`src/hw/mocf_pkg.sv`:
```
// Package for the main oscillator control and frequency meter block
package mocf_pkg;

  // ----------------------------------------------------------------
  // Register byte offsets
  // ----------------------------------------------------------------
  localparam logic [7:0] MAIN_OSC_REG_OFS       = 8'h20;
  localparam logic [7:0] MAIN_FREQ_REG_OFS      = 8'h24;
  localparam logic [7:0] POWER_STATUS_REG_OFS   = 8'h68;
  localparam logic [7:0] POWER_IRQ_MASK_REG_OFS = 8'h6C;

  // ----------------------------------------------------------------
  // Field positions
  // ----------------------------------------------------------------
  localparam int OSC_EN_BIT     = 0;
  localparam int OSC_BYPASS_BIT = 1;
  localparam int OSC_CNT_LSB    = 8;
  localparam int OSC_CNT_W      = 8;
  localparam int FREQ_CNT_LSB   = 0;
  localparam int FREQ_CNT_W     = 16;
  localparam int FREQ_DONE_BIT  = 16;
  localparam int STABLE_BIT     = 0;

  // ----------------------------------------------------------------
  // Reset values and counts
  // ----------------------------------------------------------------
  localparam logic                 OSC_EN_RST     = 1'b0;
  localparam logic                 OSC_BYPASS_RST = 1'b0;
  localparam logic [OSC_CNT_W-1:0] OSC_CNT_RST    = 8'h00;
  localparam logic                 IRQ_MASK_RST   = 1'b0;
  localparam logic [2:0]           SLOW_DIV_LAST  = 3'h7;
  localparam logic [3:0]           MEAS_LAST_FALL = 4'hF;
  localparam logic [31:0]          RDATA_RST      = 32'h0000_0000;

  // ----------------------------------------------------------------
  // Types
  // ----------------------------------------------------------------
  typedef enum logic [1:0] {
    MEAS_IDLE,
    MEAS_ARM,
    MEAS_COUNT,
    MEAS_DONE
  } mocf_meas_type;

  typedef struct packed {
    logic        psel;
    logic        penable;
    logic        pwrite;
    logic [7:0]  paddr;
    logic [31:0] pwdata;
  } mocf_apb_req_type;

  typedef struct packed {
    logic        pready;
    logic        pslverr;
    logic [31:0] prdata;
  } mocf_apb_rsp_type;

endpackage : mocf_pkg

```
`src/hw/mocf_top.sv`:
```
// Main oscillator control, startup wait and frequency meter with APB
//
// Design decisions made here: the APB interface to the registers and the placing of the registers.
`timescale 1ns/10ps
module mocf_top (
  // Clock and reset
  input  wire logic                       clk_i,
  input  wire logic                       rst_b_i,
  // APB slave
  input  wire mocf_pkg::mocf_apb_req_type apb_req_i,
  output mocf_pkg::mocf_apb_rsp_type      apb_rsp_o,
  // Clock sources
  input  wire logic                       slow_clock_src_i,
  input  wire logic                       main_clock_src_i,
  // Oscillator controls
  output logic                            main_osc_enable_o,
  output logic                            osc_bypass_a_o,
  // Status
  output logic                            main_osc_stable_o,
  output logic                            freq_measure_done_o,
  output logic                            irq_o
);

  // ----------------------------------------------------------------
  // Reset release
  // ----------------------------------------------------------------
  logic rst_meta_q;
  logic rst_n;

  always_ff @(posedge clk_i or negedge rst_b_i) begin
    if (!rst_b_i) begin
      rst_meta_q <= 1'b0;
      rst_n      <= 1'b0;
    end else begin
      rst_meta_q <= 1'b1;
      rst_n      <= rst_meta_q;
    end
  end

  // ----------------------------------------------------------------
  // Clock source edges
  // ----------------------------------------------------------------
  logic slow_rise;
  logic slow_fall;
  logic main_rise;
  logic stable;

  // Slow clock is the permanent timebase, main clock the measured one
  mocf_edge_sync u_slow_sync (
    .clk_i   (clk_i),
    .rst_n_i (rst_n),
    .level_i (slow_clock_src_i),
    .rise_o  (slow_rise),
    .fall_o  (slow_fall)
  );

  mocf_edge_sync u_main_sync (
    .clk_i   (clk_i),
    .rst_n_i (rst_n),
    .level_i (main_clock_src_i),
    .rise_o  (main_rise),
    .fall_o  ()
  );

  // ----------------------------------------------------------------
  // State
  // ----------------------------------------------------------------
  typedef struct packed {
    logic                  osc_en;
    logic                  bypass;
    logic [7:0]            osc_cnt;
    logic                  load;
    logic                  irq_mask;
    mocf_pkg::mocf_meas_type meas;
    logic [15:0]           freq;
    logic [3:0]            falls;
    logic                  done;
    logic                  irq;
    logic                  pready;
    logic                  pslverr;
    logic [31:0]           prdata;
  } mocf_top_state_type;

  mocf_top_state_type s_q;
  mocf_top_state_type s_d;

  logic setup;
  logic wr_acc;
  logic mapped;

  assign setup  = apb_req_i.psel & ~apb_req_i.penable;
  assign wr_acc = apb_req_i.psel & apb_req_i.penable & s_q.pready & apb_req_i.pwrite;

  always_comb begin
    unique case (apb_req_i.paddr)
      mocf_pkg::MAIN_OSC_REG_OFS,
      mocf_pkg::MAIN_FREQ_REG_OFS,
      mocf_pkg::POWER_STATUS_REG_OFS,
      mocf_pkg::POWER_IRQ_MASK_REG_OFS: mapped = 1'b1;
      default:                          mapped = 1'b0;
    endcase
  end

  // ----------------------------------------------------------------
  // Next state
  // ----------------------------------------------------------------
  always_comb begin
    s_d      = s_q;
    s_d.load = 1'b0;

    // Zero wait state: answer in the access cycle
    s_d.pready  = setup;
    s_d.pslverr = setup & ~mapped;
    if (setup) begin
      s_d.prdata = mocf_pkg::RDATA_RST;
      if (!apb_req_i.pwrite) begin
        unique case (apb_req_i.paddr)
          mocf_pkg::MAIN_OSC_REG_OFS: begin
            s_d.prdata[mocf_pkg::OSC_EN_BIT]     = s_q.osc_en;
            s_d.prdata[mocf_pkg::OSC_BYPASS_BIT] = s_q.bypass;
            s_d.prdata[mocf_pkg::OSC_CNT_LSB +: mocf_pkg::OSC_CNT_W] = s_q.osc_cnt;
          end
          mocf_pkg::MAIN_FREQ_REG_OFS: begin
            s_d.prdata[mocf_pkg::FREQ_CNT_LSB +: mocf_pkg::FREQ_CNT_W] = s_q.freq;
            s_d.prdata[mocf_pkg::FREQ_DONE_BIT] = s_q.done;
          end
          mocf_pkg::POWER_STATUS_REG_OFS: begin
            s_d.prdata[mocf_pkg::STABLE_BIT] = stable;
          end
          mocf_pkg::POWER_IRQ_MASK_REG_OFS: begin
            s_d.prdata[mocf_pkg::STABLE_BIT] = s_q.irq_mask;
          end
          default: begin
            s_d.prdata = mocf_pkg::RDATA_RST;
          end
        endcase
      end
    end

    // Register writes take effect at the access edge
    if (wr_acc) begin
      unique case (apb_req_i.paddr)
        mocf_pkg::MAIN_OSC_REG_OFS: begin
          s_d.osc_en  = apb_req_i.pwdata[mocf_pkg::OSC_EN_BIT];
          // Bypass with enable low is software's duty
          s_d.bypass  = apb_req_i.pwdata[mocf_pkg::OSC_BYPASS_BIT];
          s_d.osc_cnt = apb_req_i.pwdata[mocf_pkg::OSC_CNT_LSB +: mocf_pkg::OSC_CNT_W];
          // Every enabling write restarts the wait
          s_d.load    = apb_req_i.pwdata[mocf_pkg::OSC_EN_BIT];
        end
        mocf_pkg::POWER_IRQ_MASK_REG_OFS: begin
          s_d.irq_mask = apb_req_i.pwdata[mocf_pkg::STABLE_BIT];
        end
        default: begin
          s_d.load = 1'b0;
        end
      endcase
    end

    s_d.irq = stable & s_q.irq_mask;

    // Frequency meter
    unique case (s_q.meas)
      mocf_pkg::MEAS_IDLE: begin
        if (stable) begin
          s_d.meas = mocf_pkg::MEAS_ARM;
        end
      end
      mocf_pkg::MEAS_ARM: begin
        if (!stable) begin
          s_d.meas = mocf_pkg::MEAS_IDLE;
        end else if (slow_rise) begin
          s_d.meas  = mocf_pkg::MEAS_COUNT;
          s_d.freq  = 16'h0000;
          s_d.falls = 4'h0;
        end
      end
      mocf_pkg::MEAS_COUNT: begin
        if (!stable) begin
          s_d.meas = mocf_pkg::MEAS_IDLE;
        end else begin
          if (main_rise) begin
            s_d.freq = s_q.freq + 16'h0001;
          end
          if (slow_fall) begin
            if (s_q.falls == mocf_pkg::MEAS_LAST_FALL) begin
              s_d.meas = mocf_pkg::MEAS_DONE;
              s_d.done = 1'b1;
            end else begin
              s_d.falls = s_q.falls + 4'h1;
            end
          end
        end
      end
      mocf_pkg::MEAS_DONE: begin
        // Result held until the oscillator is lost
        if (!stable) begin
          s_d.meas = mocf_pkg::MEAS_IDLE;
          s_d.done = 1'b0;
        end
      end
    endcase
  end

  always_ff @(posedge clk_i or negedge rst_n) begin
    if (!rst_n) begin
      s_q          <= '0;
      s_q.osc_en   <= mocf_pkg::OSC_EN_RST;
      s_q.bypass   <= mocf_pkg::OSC_BYPASS_RST;
      s_q.osc_cnt  <= mocf_pkg::OSC_CNT_RST;
      s_q.irq_mask <= mocf_pkg::IRQ_MASK_RST;
      s_q.meas     <= mocf_pkg::MEAS_IDLE;
      s_q.prdata   <= mocf_pkg::RDATA_RST;
    end else begin
      s_q <= s_d;
    end
  end

  // ----------------------------------------------------------------
  // Startup countdown
  // ----------------------------------------------------------------
  mocf_startup u_startup (
    .clk_i       (clk_i),
    .rst_n_i     (rst_n),
    .enable_i    (s_q.osc_en),
    .load_i      (s_q.load),
    .count_i     (s_q.osc_cnt),
    .slow_rise_i (slow_rise),
    .stable_o    (stable)
  );

  // ----------------------------------------------------------------
  // Outputs
  // ----------------------------------------------------------------
  assign apb_rsp_o.pready  = s_q.pready;
  assign apb_rsp_o.pslverr = s_q.pslverr;
  assign apb_rsp_o.prdata  = s_q.prdata;
  assign main_osc_enable_o   = s_q.osc_en;
  assign osc_bypass_a_o      = s_q.bypass;
  assign main_osc_stable_o   = stable;
  assign freq_measure_done_o = s_q.done;
  assign irq_o               = s_q.irq;

  logic osc_wr;
  assign osc_wr = wr_acc && apb_req_i.paddr == mocf_pkg::MAIN_OSC_REG_OFS;
endmodule : mocf_top

```
`src/hw/mocf_edge_sync.sv`:
```
// Two-flop synchroniser with registered rise and fall pulses
`timescale 1ns/10ps
module mocf_edge_sync (
  // Clock and reset
  input  wire logic clk_i,
  input  wire logic rst_n_i,
  // Sampled level and its edges
  input  wire logic level_i,
  output logic      rise_o,
  output logic      fall_o
);

  typedef struct packed {
    logic [1:0] fill;
    logic meta;
    logic sync;
    logic prev;
    logic rise;
    logic fall;
  } mocf_sync_state_type;

  mocf_sync_state_type s_q;
  mocf_sync_state_type s_d;

  // ----------------------------------------------------------------
  // Next state
  // ----------------------------------------------------------------
  always_comb begin
    s_d      = s_q;
    s_d.meta = level_i;
    s_d.sync = s_q.meta;
    s_d.prev = s_q.sync;
    s_d.fill = (s_q.fill == 2'h3) ? s_q.fill : s_q.fill + 2'h1;
    // No edges until both stages hold real samples: a pin high at release is no edge
    // Edges only from the second stage onward
    s_d.rise = (s_q.fill == 2'h3) & s_q.sync & ~s_q.prev;
    s_d.fall = (s_q.fill == 2'h3) & ~s_q.sync & s_q.prev;
  end

  always_ff @(posedge clk_i or negedge rst_n_i) begin
    if (!rst_n_i) begin
      s_q <= '0;
    end else begin
      s_q <= s_d;
    end
  end

  assign rise_o = s_q.rise;
  assign fall_o = s_q.fall;
endmodule : mocf_edge_sync

```
`src/hw/mocf_startup.sv`:
```
// Oscillator startup countdown on slow clock divided by eight
`timescale 1ns/10ps
module mocf_startup (
  // Clock and reset
  input  wire logic       clk_i,
  input  wire logic       rst_n_i,
  // Control from the register file
  input  wire logic       enable_i,
  input  wire logic       load_i,
  input  wire logic [7:0] count_i,
  // Slow clock rising edge pulse
  input  wire logic       slow_rise_i,
  // Oscillator stable flag
  output logic            stable_o
);

  typedef struct packed {
    logic       running;
    logic [2:0] div;
    logic [7:0] cnt;
    logic       stable;
  } mocf_start_state_type;

  mocf_start_state_type s_q;
  mocf_start_state_type s_d;

  // ----------------------------------------------------------------
  // Countdown
  // ----------------------------------------------------------------
  always_comb begin
    s_d = s_q;
    if (!enable_i) begin
      s_d.running = 1'b0;
      s_d.stable  = 1'b0;
    end else if (load_i) begin
      s_d.cnt     = count_i;
      s_d.div     = 3'h0;
      s_d.running = 1'b1;
      s_d.stable  = 1'b0;
    end else if (s_q.running && slow_rise_i) begin
      s_d.div = s_q.div + 3'h1;
      if (s_q.div == mocf_pkg::SLOW_DIV_LAST) begin
        // A count of zero still waits one divided period
        if (s_q.cnt <= 8'h01) begin
          s_d.cnt     = 8'h00;
          s_d.running = 1'b0;
          s_d.stable  = 1'b1;
        end else begin
          s_d.cnt = s_q.cnt - 8'h01;
        end
      end
    end
  end

  always_ff @(posedge clk_i or negedge rst_n_i) begin
    if (!rst_n_i) begin
      s_q <= '0;
    end else begin
      s_q <= s_d;
    end
  end

  assign stable_o = s_q.stable;
endmodule : mocf_startup

```
`config.mk`:
```
export PLATFORM = sky130hd
export DESIGN_NAME = mocf_top
export DESIGN_NICKNAME = d
export VERILOG_FILES = /design/src/hw/mocf_pkg.sv /design/src/hw/mocf_top.sv /design/src/hw/mocf_edge_sync.sv /design/src/hw/mocf_startup.sv
export SDC_FILE = /design/constraint.sdc
export NUM_CORES = 1
export LEC_CHECK = 0
export BUFFER_PORTS_ARGS = -buffer_cell sky130_fd_sc_hd__buf_2
export CORE_MARGIN = 1.5
export CORE_UTILIZATION = 35
export DETAILED_ROUTE_END_ITERATION = 16
export PLACE_DENSITY = 0.54
export REMOVE_ABC_BUFFERS = 1
export SLEW_MARGIN = 20
export SYNTH_ARGS = -nofsm -noshare
export SYNTH_HDL_FRONTEND = slang
export SYNTH_SLANG_ARGS = --single-unit
export TNS_END_PERCENT = 1
```
`constraint.sdc`:
```
create_clock -name clk_i -period 3.36 [get_ports clk_i]
set_clock_uncertainty 0.2 [all_clocks]
set_input_delay 0.336 -clock clk_i [delete_from_list [all_inputs] [get_ports clk_i]]
set_output_delay 0.336 -clock clk_i [all_outputs]
set_load 0.005 [all_outputs]
```
==> results.md <==
- Min Tclk post-route: 2420 ps
- Synth Cell Area: approximately 4200 sq um
- Slew of the pin with the lowest slew margin: ~890 ps
- Number of placement rows: 39
- Clock slew at the register clock pins of the worst setup and hold paths: 60 ps
- Placer congestion estimate: 0.831
- Startpoint of the worst-slack reg-to-reg timing path: s_q[56]$_DFFE_PN0P_
- Synthesis-to-layout area growth: 13.0%
- Pre-Repair DR Iteration Count: 4
- Worst vdd ir: 0.212 mV
- # setup viols final: 0
- Largest net degree at the start of global routing: 82
- Cell Pwr Density: 454 nW/um^2
- Leakage power total: 0.00226 uW
- Arrival @ worst endpoint: 2480 ps
- Master of the slowest instance on the critical path: ha_1
- H-tree depth: 3
- Initial Util: 0.363
- Detail Route Antenna Nets: 0
- Setup total negative slack: 0 ps
- # Post-CTS Setup Buffers: 0
- Hold buffers post-CTS: 3
- Wire length of the first global-routing pass: 14.6 mm
- R2r endpoint: s_q[45]$_DFFE_PN0P_
- Register bit count reported by yosys: 83
- Outcome: finished, final reports clean
- Sink Count: 83
- Number of port buffers: 48
- Clock tree from TritonCTS: done
- Crit Path Category: flip-flop to flip-flop
- Critical Path Sink Type: flip-flop
- Post-cts repair resize count: 0
- Max-Slew Margin vs Limit: 0.402
- Type of element launching the critical path: flip-flop
- Core region area: between 10000 and 15000 sq um
- Total die area: around 13000 sq um
- Required arrival time at the worst endpoint: roughly 3400 ps
- Final Core Density: 0.411
- Detailed-route wire length: a little under 9 mm
- Hold violation count in the final report: 0
- Vias after detailed routing: 3120
- Critical-path maximum fanout: 19
- Fill cell count: around 1200
- Sequential cell area fraction in the yosys report: 0.492
- Period utilisation layout: 0.719
- Clk Tree Root Cell: clkbuf_16
- Final Max Slew Viols: 0
- Count of cells along the worst hold path: 2
- Maximum achievable frequency: 414 MHz
- Cell depth of the worst flop-to-flop path: 5
- Number of buffers inserted during clock tree synthesis: 9
- RSZ-0062 raised after global routing: false
- EDFF count, synth: 0
- Storage cell area: around 2100 sq um
- Boundary pin count: 86
- Startpoint of the worst hold path: apb_req_i[10]
- Global route overflow: 0
- Maximum single-stage delay on the critical path: 590 ps
- Area of the multi-input gates: between 1500 and 2000 sq um
- Total power after layout: roughly 2200 uW
- Number of global-route vias before repair: 2919
- HPWL after DPL: ~6.0 mm
- Final nets: 502
- Number of standard cells after synthesis: 411
- Per-instance average area after synthesis: approximately 10 sq um
- Number of diodes: 0
- Gr usage total: 0.146
- Maximum root-to-sink buffer count: 2
- Die width: 113 um
- First DRT Iteration DRCs: about 190
- Fraction of layout instances using a drive strength above 1: 0.195
- Die boundary height: between 100 and 150 um
- Clock network latency to the later pin of the worst-skew pair: 340 ps
- Class of the tightest hold or removal check: input port to flip-flop
- Number of maximum-capacitance violations: 0
- Predominant post-synthesis flop cell: dfrtp_1
- Series of cell instances along the critical path: inv_1, ha_1, nand3_1, or4_1, o21ai_0
- Initial antenna violation count: 0
- Post-synthesis async set-or-reset flop share: 1.00
- Avg Vias per Cell: ~5.3
- Number of distinct library cells after synthesis: 55
- Drt drc: 0
- Routed WL per cell: approximately 15 um
- Hold EP: s_q[62]$_DFFE_PN0P_
- Warnings, synthesis: 0
- Flop-to-flop setup slack: 940 ps
-- critical path, delay by kind of cell, from the launching register on --
kind | cells | cell delay, ps
AOI/OAI and AO/OA | 1 | 140
adders and majority gates | 1 | 590
DFF | 1 | 400
and+or+nand+nor | 2 | 870
buffers and inverters | 1 | 130
-- sequential cells by signal, indices dropped and copies added, names as in the netlist --
register / flops
u_main_sync.s_d: 2
u_main_sync.s_q: 3
main_osc_enable_o: 1
freq_measure_done_o: 1
u_slow_sync.rise_o: 1
irq_o: 1
u_main_sync.rise_o: 1
apb_rsp_o: 19
osc_bypass_a_o: 1
u_slow_sync.s_d: 2
u_slow_sync.fall_o: 1
u_startup.s_q: 12
u_startup.stable_o: 1
rst_meta_q: 1
s_q: 32
u_slow_sync.s_q: 3
rst_n: 1
-- routing by layer --
metal  routed length (um)  track usage  vias up
li1                     -            -     1496
met1                 4270        0.196     1534
met2                 3940        0.223       78
met3                  324       0.0316       12
met4                  208       0.0759        0
met5                    0            0        -
-- logic make-up (layout without fill, tap and decap cells) --
logic type,Yosys count,after routing,synth area share
and+or+nand+nor,120,120,0.149
AOI/OAI and AO/OA,98,98,0.153
DFF,83,83,0.492
buffers and inverters,65,87,0.0907
muxes,28,28,0.0705
adders and majority gates,13,13,0.0385
other,2,16,0.00178
xor gates and xnor gates,2,2,0.00415
-- Yosys cell counts (4+ instances only) --
cell type | count | area [sq um]
dfrtp_1 | 83 | 2080
nand2_1 | 39 | 146
buf_4 | 34 | 255
o21ai_0 | 30 | 150
a21oi_1 | 18 | 90.1
nor2_1 | 18 | 67.6
inv_1 | 17 | 63.8
nand3_1 | 15 | 75.1
mux2_2 | 14 | 158
mux2i_1 | 14 | 140
ha_1 | 13 | 163
or4_1 | 11 | 82.6
a22o_1 | 9 | 78.8
clkbuf_1 | 9 | 33.8
o31ai_1 | 8 | 60.1
nor3_1 | 5 | 25.0
a31oi_1 | 4 | 25.0
and3_1 | 4 | 25.0
and4_1 | 4 | 35.0
-- cell type report --
cell class                      count  area share
Clock inverter                      4      0.0152
Sequential cell                    83       0.436
Multi-Input combinational cell    277       0.380
Tap cell                          143      0.0375
Timing Repair Buffer               54      0.0640
Clock buffer                       12      0.0537
Inverter                           17      0.0134
-- worst max path at each step --
stage / endpoint / startpoint / slack (ps)
floorplan: apb_rsp_o[0]$_DFFE_PN0P_ / rst_n$_DFF_PN0_ / 680
global placement: s_q[66]$_DFFE_PN0P_ / apb_req_i[32] / 920
detailed placement: s_q[66]$_DFFE_PN0P_ / apb_req_i[32] / 900
CTS: s_q[45]$_DFFE_PN0P_ / s_q[56]$_DFFE_PN0P_ / 930
global route: s_q[47]$_DFFE_PN0P_ / s_q[56]$_DFFE_PN0P_ / 720
finish: s_q[45]$_DFFE_PN0P_ / s_q[56]$_DFFE_PN0P_ / 940
-- per-stage QoR --
step	worst slack [ps]	std cells	hold WS [ps]	area, sq um
finish	944	590	23.2	4770
global route	724	590	15.2	4770
CTS	928	589	12.9	4750
detailed placement	896	570	-76.6	4390
global placement	922	570	-79.4	4390
floorplan	677	377	-160	3960
-- power breakdown --
part | internal (uW) | switching, uW | leakage (uW)
sequential | 1010 | 15.6 | 0.00110
clock | 690 | 398 | 0.000159
combinational | 21.8 | 31.1 | 0.00100
total | 1720 | 445 | 0.00226
-- cell usage in the layout (no fill, tap or decap), types with 5 or more instances in the layout --
cell / synthesis / final
a21oi_1: 18 / 18
a22o_1: 9 / 9
buf_2: 3 / 48
clkbuf_16: 0 / 9
conb_1: 2 / 16
dfrtp_1: 83 / 82
ha_1: 13 / 13
inv_1: 17 / 17
mux2_2: 14 / 14
mux2i_1: 14 / 14
nand2_1: 39 / 39
nand3_1: 15 / 15
nor2_1: 18 / 18
nor3_1: 5 / 5
o21ai_0: 30 / 30
o31ai_1: 8 / 8
or4_1: 11 / 11
Power figures use the tool's default switching activity.
